`src/core/psi_defines.vh`:
```
// Offsets, field values and timing counts of the status and identifier bank
`ifndef PSI_DEFINES_VH
`define PSI_DEFINES_VH

// Extended register address is {page[3:0], regad[4:0]}
`define PSI_CTRL_OFFSET      9'h000
`define PSI_STATUS_OFFSET    9'h001
`define PSI_IDENT_OFFSET     9'h11c
`define PSI_PAGE_REGAD       5'h1f
`define PSI_RESET_BIT        15

// Management frame opcodes
`define PSI_OP_READ          2'h2
`define PSI_OP_WRITE         2'h1

// Fixed status fields
`define PSI_CAP_T4           1'h0
`define PSI_CAP_TX_T_BOTH    4'hf
`define PSI_CAP_T2_BOTH      2'h0
`define PSI_CAP_EXT_STATUS   1'h1
`define PSI_STATUS_RSVD      1'h0
`define PSI_CAP_SHORT_FRAME  1'h1
`define PSI_CAP_NEGOTIATE    1'h1
`define PSI_CAP_EXT_REGS     1'h1

// Frame phase counts, in management clock edges
`define PSI_HDR_BITS_LAST    5'h0b
`define PSI_TA_DATA_LAST     5'h11
`define PSI_RD_RELEASE       5'h12

// Transceiver reset duration
`define PSI_CLK_MHZ          40
`define PSI_XRST_TIME_NS     10000
`define PSI_XRST_CYCLES      ((`PSI_XRST_TIME_NS * `PSI_CLK_MHZ) / 1000)

`endif

```
`src/core/psi_sync.v`:
```
// Two-flop synchroniser for a group of asynchronous levels
`timescale 1ns/10ps
module psi_sync #(
  parameter W = 1
) (
  // Clock and reset
  input  wire         clk_sys_in,
  input  wire         rst_n_in,
  // Levels
  input  wire [W-1:0] async_in,
  output reg  [W-1:0] sync_out
);

  reg [W-1:0] stage1;

  always @(posedge clk_sys_in or negedge rst_n_in) begin
    if (!rst_n_in) begin
      stage1   <= {W{1'b0}};
      sync_out <= {W{1'b0}};
    end else begin
      stage1   <= async_in;
      sync_out <= stage1;
    end
  end

endmodule // psi_sync

```
`src/core/psi_status_ident.v`:
```
// Management status and first identifier registers behind a serial port
`timescale 1ns/10ps
`include "psi_defines.vh"

module psi_status_ident #(
  parameter [4:0]  PHY_ADDR   = 5'h01,
  // Arbitrary identifier value
  parameter [15:0] IDENT_WORD = 16'h5a3c
) (
  // Clock and reset
  input  wire clk_sys_in,
  input  wire rst_n_in,
  // Management port
  input  wire mdc_in,
  input  wire mdio_in,
  output reg  mdio_out,
  output reg  mdio_oe_out,
  // Live transceiver conditions
  input  wire neg_done_in,
  input  wire remote_fault_in,
  input  wire link_up_in,
  input  wire jabber_in,
  // Transceiver reset request
  output reg  xcvr_reset_out
);

  localparam [2:0] S_IDLE  = 3'h0;
  localparam [2:0] S_START = 3'h1;
  localparam [2:0] S_HDR   = 3'h2;
  localparam [2:0] S_RD    = 3'h3;
  localparam [2:0] S_WR    = 3'h4;
  localparam [2:0] S_SKIP  = 3'h5;
  // Count is reckoned wide, then cut to the counter's width on purpose
  localparam integer XRST_TOTAL = (`PSI_XRST_CYCLES) - 1;
  localparam [8:0] XRST_LOAD = XRST_TOTAL[8:0];

  wire [5:0]  sync_bus;
  wire        mdc_s;
  wire        mdio_s;
  wire        neg_s;
  wire        rf_s;
  wire        link_s;
  wire        jab_s;
  reg         mdc_d;
  reg  [2:0]  state;
  reg  [4:0]  cnt;
  reg  [10:0] hdr;
  reg  [15:0] rd_data;
  reg  [15:0] wr_sh;
  reg         wr_ctrl;
  reg         wr_page;
  reg  [3:0]  page;
  reg         rf_latch;
  reg         jab_latch;
  reg         link_hold;
  reg  [8:0]  xrst_cnt;
  reg  [15:0] rd_mux;

  psi_sync #(
    .W (6)
  ) u_sync (
    .clk_sys_in (clk_sys_in),
    .rst_n_in   (rst_n_in),
    .async_in   ({mdc_in, mdio_in, neg_done_in, remote_fault_in,
                  link_up_in, jabber_in}),
    .sync_out   (sync_bus)
  );

  assign mdc_s  = sync_bus[5];
  assign mdio_s = sync_bus[4];
  assign neg_s  = sync_bus[3];
  assign rf_s   = sync_bus[2];
  assign link_s = sync_bus[1];
  assign jab_s  = sync_bus[0];

  // Edges of the management clock, seen at the system clock rate
  wire mdc_rise = mdc_s & ~mdc_d;
  wire mdc_fall = ~mdc_s & mdc_d;

  wire [11:0] hdr_next = {hdr, mdio_s};
  wire [1:0]  hdr_op   = hdr_next[11:10];
  wire [4:0]  hdr_phy  = hdr_next[9:5];
  wire [4:0]  hdr_reg  = hdr_next[4:0];
  wire [8:0]  ext_addr = {page, hdr_reg};
  wire        is_page  = (hdr_reg == `PSI_PAGE_REGAD);
  wire        hdr_done = (state == S_HDR) && mdc_rise &&
                         (cnt == `PSI_HDR_BITS_LAST) &&
                         (hdr_phy == PHY_ADDR);
  wire        stat_rd  = hdr_done && (hdr_op == `PSI_OP_READ) && !is_page &&
                         (ext_addr == `PSI_STATUS_OFFSET);
  wire        wr_done  = (state == S_WR) && mdc_rise &&
                         (cnt == `PSI_TA_DATA_LAST);
  wire [15:0] wr_word  = {wr_sh[14:0], mdio_s};
  wire        xrst_go  = wr_done && wr_ctrl && wr_word[`PSI_RESET_BIT];

  // Read value of the addressed register
  always @* begin
    rd_mux = 16'h0000;
    if (is_page) begin
      rd_mux = {12'h000, page};
    end else if (ext_addr == `PSI_CTRL_OFFSET) begin
      rd_mux = {xcvr_reset_out, 15'h0000};
    end else if (ext_addr == `PSI_STATUS_OFFSET) begin
      rd_mux = {`PSI_CAP_T4,
                `PSI_CAP_TX_T_BOTH,
                `PSI_CAP_T2_BOTH,
                `PSI_CAP_EXT_STATUS,
                `PSI_STATUS_RSVD,
                `PSI_CAP_SHORT_FRAME,
                neg_s,
                rf_latch,
                `PSI_CAP_NEGOTIATE,
                link_hold,
                jab_latch,
                `PSI_CAP_EXT_REGS};
    end else if (ext_addr == `PSI_IDENT_OFFSET) begin
      rd_mux = IDENT_WORD;
    end
  end

  // Frame engine: samples on rising, drives on falling management edges
  always @(posedge clk_sys_in or negedge rst_n_in) begin
    if (!rst_n_in) begin
      mdc_d       <= 1'b0;
      state       <= S_IDLE;
      cnt         <= 5'h00;
      hdr         <= 11'h000;
      rd_data     <= 16'h0000;
      wr_sh       <= 16'h0000;
      wr_ctrl     <= 1'b0;
      wr_page     <= 1'b0;
      page        <= 4'h0;
      mdio_out    <= 1'b0;
      mdio_oe_out <= 1'b0;
    end else begin
      mdc_d <= mdc_s;
      case (state)
        S_IDLE: begin
          // Any run of ones, even none, may precede the start pair
          if (mdc_rise && !mdio_s) begin
            state <= S_START;
          end
        end
        S_START: begin
          if (mdc_rise) begin
            state <= mdio_s ? S_HDR : S_IDLE;
            cnt   <= 5'h00;
          end
        end
        S_HDR: begin
          if (mdc_rise) begin
            hdr <= hdr_next[10:0];
            cnt <= cnt + 5'h01;
            if (cnt == `PSI_HDR_BITS_LAST) begin
              cnt <= 5'h00;
              if (hdr_phy != PHY_ADDR) begin
                state <= S_SKIP;
              end else if (hdr_op == `PSI_OP_READ) begin
                state   <= S_RD;
                rd_data <= rd_mux;
              end else if (hdr_op == `PSI_OP_WRITE) begin
                state   <= S_WR;
                // Only control and page take writes
                wr_ctrl <= !is_page && (ext_addr == `PSI_CTRL_OFFSET);
                wr_page <= is_page;
              end else begin
                state <= S_SKIP;
              end
            end
          end
        end
        S_RD: begin
          if (mdc_fall) begin
            cnt <= cnt + 5'h01;
            if (cnt == 5'h01) begin
              mdio_oe_out <= 1'b1;
              mdio_out    <= 1'b0;
            end else if (cnt == `PSI_RD_RELEASE) begin
              mdio_oe_out <= 1'b0;
              mdio_out    <= 1'b0;
              state       <= S_IDLE;
            end else if (cnt != 5'h00) begin
              mdio_out <= rd_data[15];
              rd_data  <= {rd_data[14:0], 1'b0};
            end
          end
        end
        S_WR: begin
          if (mdc_rise) begin
            wr_sh <= wr_word;
            cnt   <= cnt + 5'h01;
            if (cnt == `PSI_TA_DATA_LAST) begin
              state <= S_IDLE;
              if (wr_page) begin
                page <= wr_word[3:0];
              end
            end
          end
        end
        S_SKIP: begin
          // Stay off the line for the foreign frame's remainder
          if (mdc_rise) begin
            cnt <= cnt + 5'h01;
            if (cnt == `PSI_TA_DATA_LAST) begin
              state <= S_IDLE;
            end
          end
        end
        default: begin
          state       <= S_IDLE;
          mdio_oe_out <= 1'b0;
        end
      endcase
    end
  end

  // Latched conditions; a new event beats a clearing read
  always @(posedge clk_sys_in or negedge rst_n_in) begin
    if (!rst_n_in) begin
      rf_latch  <= 1'b0;
      jab_latch <= 1'b0;
      link_hold <= 1'b0;
    end else if (xcvr_reset_out) begin
      rf_latch  <= 1'b0;
      jab_latch <= 1'b0;
      link_hold <= 1'b0;
    end else begin
      rf_latch  <= rf_s | (rf_latch & ~stat_rd);
      jab_latch <= jab_s | (jab_latch & ~stat_rd);
      if (stat_rd) begin
        link_hold <= link_s;
      end else if (!link_s) begin
        link_hold <= 1'b0;
      end
    end
  end

  // Transceiver reset pulse; control bit 15 reads one while it runs
  always @(posedge clk_sys_in or negedge rst_n_in) begin
    if (!rst_n_in) begin
      xcvr_reset_out <= 1'b0;
      xrst_cnt       <= 9'h000;
    end else if (xrst_go) begin
      xcvr_reset_out <= 1'b1;
      xrst_cnt       <= XRST_LOAD;
    end else if (xcvr_reset_out) begin
      if (xrst_cnt == 9'h000) begin
        xcvr_reset_out <= 1'b0;
      end else begin
        xrst_cnt <= xrst_cnt - 9'h001;
      end
    end
  end

endmodule // psi_status_ident

```
`config.mk`:
```
export PLATFORM = sky130hd
export DESIGN_NAME = psi_status_ident
export DESIGN_NICKNAME = d
export VERILOG_FILES = /design/src/core/psi_sync.v /design/src/core/psi_status_ident.v
export VERILOG_INCLUDE_DIRS = /design/src /design/src/core
export SDC_FILE = /design/constraint.sdc
export NUM_CORES = 1
export LEC_CHECK = 0
export BUFFER_PORTS_ARGS = -buffer_cell sky130_fd_sc_hd__buf_4
export CORE_UTILIZATION = 60
export DETAILED_ROUTE_END_ITERATION = 10
export MAX_ROUTING_LAYER = met4
export PLACE_DENSITY = 0.87
export SYNTH_ARGS = -nofsm -noshare
export SYNTH_HDL_FRONTEND = slang
export SYNTH_SLANG_ARGS = --single-unit
```
`constraint.sdc`:
```
create_clock -name clk_sys_in -period 3.8 [get_ports clk_sys_in]
set_input_delay 0.76 -clock clk_sys_in [delete_from_list [all_inputs] [get_ports clk_sys_in]]
set_output_delay 0.76 -clock clk_sys_in [all_outputs]
set_load 0.03 [all_outputs]
```
==> results.json, run 1 <==
{
  "fin_tns_setup_ps": 0,
  "cts-hold-fix-buffers": 0,
  "crit_required_ps": 4060,
  "numCtsBuffers": 9,
  "worst_r2r_endpoint": "rd_data[2]",
  "critical_path_class": "flip-flop to flip-flop",
  "antenna-diode-count": 0,
  "avgSynthCellArea_sq_um": 11.23,
  "cts.htree.levels": 3,
  "async_flop_share_pct": 100.0,
  "grt_pass1_wl_um": 11890,
  "nets": 367,
  "rows": 28,
  "hold_ws_ps": 353.2,
  "num_io_pins": 11,
  "synth_top_area_cell": "dfrtp_1",
  "ys_top_cells_by_area": "dfrtp_1 54%, mux2_2 9.9%, a21oi_1 3.0%, o21ai_0 2.6%, nand2_1 2.5%",
  "grt_util_all_layers_pct": 24.91,
  "num_vias": 2575,
  "worst_slack_ps": 1389,
  "rsz0062_at_grt": "no",
  "synth_cell_types": 57,
  "ctsResizeCount": 0,
  "status": "finished clean",
  "cts_setup_buffers": 0,
  "largest_reg_flops": 16,
  "wirelength_um": 6962,
  "pwr-share-clk_pct": 29.5,
  "ys.flop_type": "dfrtp_1",
  "cts-root-buf": "clkbuf_8",
  "syn_nets": 358,
  "clock_latency_ps": 370,
  "tightestPinTransition_ps": 1012,
  "port_buffers": 10,
  "placed_area_sq_um": 3966,
  "crit_path_end": "rd_data[2]",
  "drc": 0,
  "cp-startpoint": "state[1]",
  "clkTransAtPathRegs_ps": 90,
  "fmax_mhz": 414.7,
  "drive_gt1_share_pct": 21.73,
  "start_util_pct": 63.93,
  "die_height_um": 82.37,
  "power_frac_seq_pct": 46.5,
  "setup.worst_path.start_class": "flip-flop",
  "numClockSinks": 84,
  "rrSetupSlack_ps": 1390,
  "period_needed_ps": 2411,
  "drtPass1Iterations": 5,
  "netlist_instances": 345,
  "slew_headroom_pct": 32.52,
  "dp_hpwl_um": 4530,
  "p_int_w": 0.001657,
  "drt_iter0_drc": 199,
  "max_cap_violations": 0,
  "syn_to_final_growth_pct": 8.363,
  "fin_crit_sh_pct": 63.45,
  "cts.path.max_buffers": 2,
  "yosys_warnings": 0,
  "die_area_sq_um": 6784,
  "combPwrFrac_pct": 24.0,
  "synth_enable_flop_cells": 0,
  "slew_violations": 0,
  "core_area_sq_um": 6061,
  "cts_tree": "yes",
  "path_max_fanout": 28,
  "netlist_area_sq_um": 3875,
  "pre_cts_slack_ps": 1413,
  "routed_via_density": 5.933,
  "ant_nets": 0,
  "grt_max_degree": 85,
  "fin_area_sq_um": 4199,
  "die_w_um": 82.37,
  "place_congestion": 0.8380,
  "vdd_ir_drop_max_v": 0.0003832,
  "leakagePower_nw": 1.951,
  "hold_violations": 0,
  "r2r_cells": 4,
  "p_per_area_nw_per_um2": 583.5,
  "wl_per_cell_um": 16.04,
  "crit_arrival_ps": 2670,
  "p_switching_w": 0.0007929,
  "seq_area_frac_synth_pct": 54.25,
  "grt_pass1_vias": 2530,
  "end_kind": "flip-flop",
  "clock_skew_ps": 12.06,
  "swShare_pct": 32.36,
  "antenna_found_initial": 0,
  "grt.overflow.total": 0,
  "r2r-start": "state[1]",
  "yosysTopAreaCellShare_pct": 54.25,
  "finalSetupViolCount": 0,
  "ys_ff_latch": 84,
  "hold_path.class": "flip-flop to flip-flop"
}
cell type report:
class                           instances  area [sq um]
Clock buffer                           10         137.6
Clock inverter                          6         95.09
Fill cell                             430          1862
Inverter                               17         63.81
Multi-Input combinational cell        232          1632
Sequential cell                        84          2102
Tap cell                               75         93.84
Timing Repair Buffer                   10         75.07
synth_stat cells (2+ instances only):
cell type,n
a21oi_2,5
nand3_1,8
nand2_1,26
or3b_2,2
nor2b_1,3
and2_1,3
nand3b_1,2
and3b_1,3
nor3_1,4
a21oi_1,23
buf_6,2
a31o_2,2
nand4_1,3
ha_1,5
and3_1,5
nand2b_1,9
dfrtp_1,84
o211ai_1,3
nor4_1,3
buf_2,5
xnor2_1,5
clkbuf_1,4
mux2_2,34
o21a_1,4
o21bai_1,2
nor2_1,19
o21ai_1,3
o2bb2ai_1,3
or2_2,2
o21ai_0,20
inv_1,17
and4_1,2
o31ai_1,2
a31oi_1,5
worst max-delay path: stages, from the launching register on:
cell,delay [ps]
dfrtp_1,600
nor3b_1,470
and3_1,250
o221a_2,560
mux2_2,410
worst min path at each step:
stage                           startpoint  slack, ps            endpoint  depth (start not counted)
after floorplan           u_sync.stage1[0]        330  u_sync.sync_out[0]                          0
after detailed placement  u_sync.stage1[5]        330  u_sync.sync_out[5]                          0
after global placement    u_sync.stage1[4]        330  u_sync.sync_out[4]                          0
after CTS                 u_sync.stage1[5]        350  u_sync.sync_out[5]                          0
after global routing      u_sync.stage1[1]        370  u_sync.sync_out[1]                          0
final                     u_sync.stage1[5]        350  u_sync.sync_out[5]                          0
cells in the final DEF, fill, tap and decap left out, types with 9 or more instances in the layout:
master | synthesis | routed
a21oi_1 | 23 | 23
buf_4 | 0 | 10
clkbuf_8 | 0 | 10
dfrtp_1 | 84 | 84
inv_1 | 17 | 17
mux2_2 | 34 | 34
nand2_1 | 26 | 26
nand2b_1 | 9 | 9
nor2_1 | 19 | 19
o21ai_0 | 20 | 20
power by group through the flow:
| stage | combinational (W) | sequential, W | clock [W] |
|---|---|---|---|
| 6_report | 0.000588 | 0.00114 | 0.000722 |
| 5_1_grt | 0.000658 | 0.00116 | 0.000773 |
| 4_1_cts | 0.000589 | 0.00114 | 0.000735 |
| 3_5_place_dp | 0.000578 | 0.00115 | 0 |
| 3_3_place_gp | 0.000553 | 0.00115 | 0 |
| 2_1_floorplan | 0.000509 | 0.00111 | 0 |
per-layer routing:
| metal | part of all wire (%) | GRT usage [%] |
|---|---|---|
| met3 | 4.0 | 7.802 |
| met1 | 46 | 30.75 |
| met4 | 1.6 | 10.35 |
| met5 | 0 | - |
| met2 | 48 | 38.10 |
through the flow:
| step | instances | total power [W] | utilization, % |
|---|---|---|---|
| CTS | 434 | 0.002461 | 69.28 |
| global placement | 418 | 0.001700 | 65.44 |
| floorplan | 345 | 0.001615 | - |
| detailed placement | 418 | 0.001728 | 65.44 |
| global route | 434 | 0.002591 | 69.28 |
| finish | 434 | 0.002450 | 69.28 |
cell families (layout without fill, tap and decap cells):
group | Yosys count | after routing | synth area share, %
adders and majority gates | 5 | 5 | 1.614
AOI/OAI and AO/OA | 82 | 82 | 13.53
buffers and inverters | 29 | 43 | 3.648
DFF | 84 | 84 | 54.25
muxes | 34 | 34 | 9.881
xor gates and xnor gates | 6 | 6 | 1.356
and+or+nand+nor | 105 | 105 | 15.73
No activity file was read; power rests on OpenSTA's default activity.
==> run 2, diff against run 1 <==
--- a/config.mk
+++ b/config.mk
@@ -6,11 +6,12 @@
 export SDC_FILE = /design/constraint.sdc
 export NUM_CORES = 1
 export LEC_CHECK = 0
+export ABC_AREA = 1
 export BUFFER_PORTS_ARGS = -buffer_cell sky130_fd_sc_hd__buf_4
-export CORE_UTILIZATION = 60
+export CORE_UTILIZATION = 56
 export DETAILED_ROUTE_END_ITERATION = 10
 export MAX_ROUTING_LAYER = met4
-export PLACE_DENSITY = 0.87
+export PLACE_DENSITY = 0.86
 export SYNTH_ARGS = -nofsm -noshare
 export SYNTH_HDL_FRONTEND = slang
 export SYNTH_SLANG_ARGS = --single-unit
==> constraint.sdc (replaced) <==
create_clock -name clk_sys_in -period 2.1 [get_ports clk_sys_in]
set_input_delay 0.42 -clock clk_sys_in [delete_from_list [all_inputs] [get_ports clk_sys_in]]
set_output_delay 0.42 -clock clk_sys_in [all_outputs]
set_load 0.03 [all_outputs]
==> run 2 against run 1 <==
  * Clock power up 84%
  * Highest routed layer unchanged
  * Critical path depth up 5
  * Largest power group unchanged
  * Cell count grew 44%
  * Global-route usage shrank 0.27 points
  * Non-clock buffer count grew 7
  * Critical path type unchanged
  * Cell area increased by 5.2%
  * Register-to-register slack got worse by 1100 ps
  * Combinational power increased by 73%
  * Clock skew up 3.8 ps
==> results.json, run 2 <==
{
  "largest_reg_flops": 16,
  "cts_setup_buffers": 0,
  "num_vias": 3209,
  "port_buffers": 10,
  "grt-busiest-layer": "met2",
  "cts.htree.levels": 3,
  "ys_ff_latch": 84,
  "period_needed_ps": 1857,
  "synth_cell_types": 23,
  "grt_util_met1_pct": 30.42,
  "wl_per_cell_um": 12.78,
  "fin_tns_setup_ps": 0,
  "status": "finished clean",
  "layout_common_cells": "183 x nand2_1, 84 x dfrtp_1, 52 x inv_1, 46 x nand3_1",
  "slew_violations": 0,
  "grt_max_degree": 41,
  "register_area_sq_um": 2102,
  "vdd_ir_drop_max_v": 0.0007129,
  "cts_tree": "yes",
  "slew_headroom_pct": 68.02,
  "ys_top_cells_by_area": "dfrtp_1 53%, nand2_1 17%, nand3_1 5.8%, o21ai_0 5.1%, inv_1 4.9%",
  "ys.flop_type": "dfrtp_1",
  "hold_violations": 0,
  "synth.most_common_cell": "nand2_1",
  "async_flop_share_pct": 100.0,
  "end_kind": "flip-flop",
  "routed_via_density": 5.151,
  "die_w_um": 86.48,
  "critical_path_class": "flip-flop to flip-flop",
  "syn_to_final_growth_pct": 10.58,
  "fin_crit_sh_pct": 88.41,
  "clock_skew_ps": 15.82,
  "grt_util_met3_pct": 5.333,
  "rows": 30,
  "synth_mux_area_share_pct": 0.2818,
  "crit_arrival_ps": 2120,
  "num_io_pins": 11,
  "fin_area_sq_um": 4419,
  "hold_path.class": "input port to async pin",
  "drtPass1Iterations": 4,
  "grt.overflow.total": 0,
  "crit_required_ps": 2360,
  "rsz0062_at_grt": "no",
  "grt_pass1_vias": 3043,
  "path_max_fanout": 7,
  "placed_area_sq_um": 4188,
  "tightestPinTransition_ps": 479.7,
  "numClockSinks": 84,
  "leakagePower_nw": 2.317,
  "drc": 0,
  "clock_latency_ps": 370,
  "multi_input_area_sq_um": 1632,
  "grt_util_all_layers_pct": 24.65,
  "die_area_sq_um": 7478,
  "synth_common_cells": "183 x nand2_1, 84 x dfrtp_1, 52 x inv_1",
  "synth-xor-area-share_pct": 1.315,
  "netlist_area_sq_um": 3996,
  "synth_enable_flop_cells": 0,
  "antenna-diode-count": 0,
  "ant_nets": 0,
  "core_area_sq_um": 6832,
  "seq_area_frac_synth_pct": 52.60,
  "synth_top_area_cell": "dfrtp_1",
  "die_height_um": 86.48,
  "yosysTopAreaCellShare_pct": 52.60,
  "synth_compound_area_share_pct": 6.888,
  "ctsResizeCount": 0,
  "grt_pass1_wl_um": 13820,
  "start_util_pct": 58.50,
  "yosys_warnings": 0,
  "cts-root-buf": "clkbuf_8",
  "fill_cells": 600,
  "finalSetupViolCount": 0,
  "grtUsageMet2_pct": 39.90,
  "antenna_found_initial": 0,
  "drive_gt1_share_pct": 8.918,
  "numCtsBuffers": 9,
  "cts.path.max_buffers": 2,
  "fmax_mhz": 538.6,
  "synth_fa_ha_area_share_pct": 1.565,
  "syn_nets": 517,
  "final_common_cell": "nand2_1",
  "cts-hold-fix-buffers": 0,
  "synth-simple-area-share_pct": 30.78,
  "setup.worst_path.start_class": "flip-flop",
  "place_congestion": 0.8943,
  "avgSynthCellArea_sq_um": 7.929,
  "dp_hpwl_um": 5713,
  "synth_top_family_by_area": "simple AND/OR/NAND/NOR gates",
  "p_per_area_nw_per_um2": 1001,
  "wirelength_um": 7959,
  "clkTransAtPathRegs_ps": 100,
  "drt_iter0_drc": 292,
  "netlist_instances": 504,
  "nets": 535,
  "max_cap_violations": 0
}
## run 2: layout make-up
class                   count  area share [%]
well taps                  96           2.718
clock buffers              10           3.114
flip-flops and latches     84           47.57
repair buffers             17           2.888
inverters                  55           4.672
clock inverters             6           2.123
multi-input cells         355           36.92
## run 2: per-stage QoR
stage | instances | total power, W | hold slack, ps | utilization, % | worst slack, ps
after CTS | 623 | 0.004425 | 23.43 | 64.69 | 278.7
after global routing | 623 | 0.004706 | 46.94 | 64.69 | 77.97
after global placement | 607 | 0.003055 | 331.8 | 61.30 | 375.6
final | 623 | 0.004422 | 6.845 | 64.69 | 243.5
after floorplan | 504 | 0.002847 | 124.4 | - | 552.1
after detailed placement | 607 | 0.003108 | 334.7 | 61.30 | 280.5
## run 2: routing by layer
layer	wire, um	vias up	share of wire, %
li1	-	1618	-
met1	3582	1509	45
met2	3890	65	49
met3	320	17	4.0
met4	165	0	2.1
met5	0	-	0
## run 2: critical path, stage by stage, from the launching register on
cell and delay (ps):
dfrtp_1 390, inv_1 90, ha_1 150, inv_1 50
nor3_1 340, nand3b_1 150, nand2_1 210, inv_1 170
nand3b_1 130, nand3_1 70
## run 2: final timing paths
path                            slack (ps)                  to              from  depth (start not counted)
worst max-delay path                   240         xrst_cnt[3]       xrst_cnt[0]                          9
worst min-delay path                     7              hdr[7]          rst_n_in                          1
worst max register to register         240         xrst_cnt[3]       xrst_cnt[0]                          9
worst min register to register         350  u_sync.sync_out[0]  u_sync.stage1[0]                          0
max in group asynchronous             1480              cnt[1]          rst_n_in                          2
min in group clk_sys_in                150    u_sync.stage1[2]   remote_fault_in                          1
## run 2: kinds of logic after synthesis
| kind of cell | Yosys count |
|---|---|
| buf+inv | 65 |
| compound gates | 55 |
| mux | 1 |
| fa+ha+maj | 5 |
| xor+xnor | 6 |
| simple gates | 288 |
| flops | 84 |
## run 2: power by group
group | internal [W] | switching (W)
combinational | 0.000328 | 0.000694
sequential | 0.00189 | 0.000173
clock | 0.000713 | 0.000620
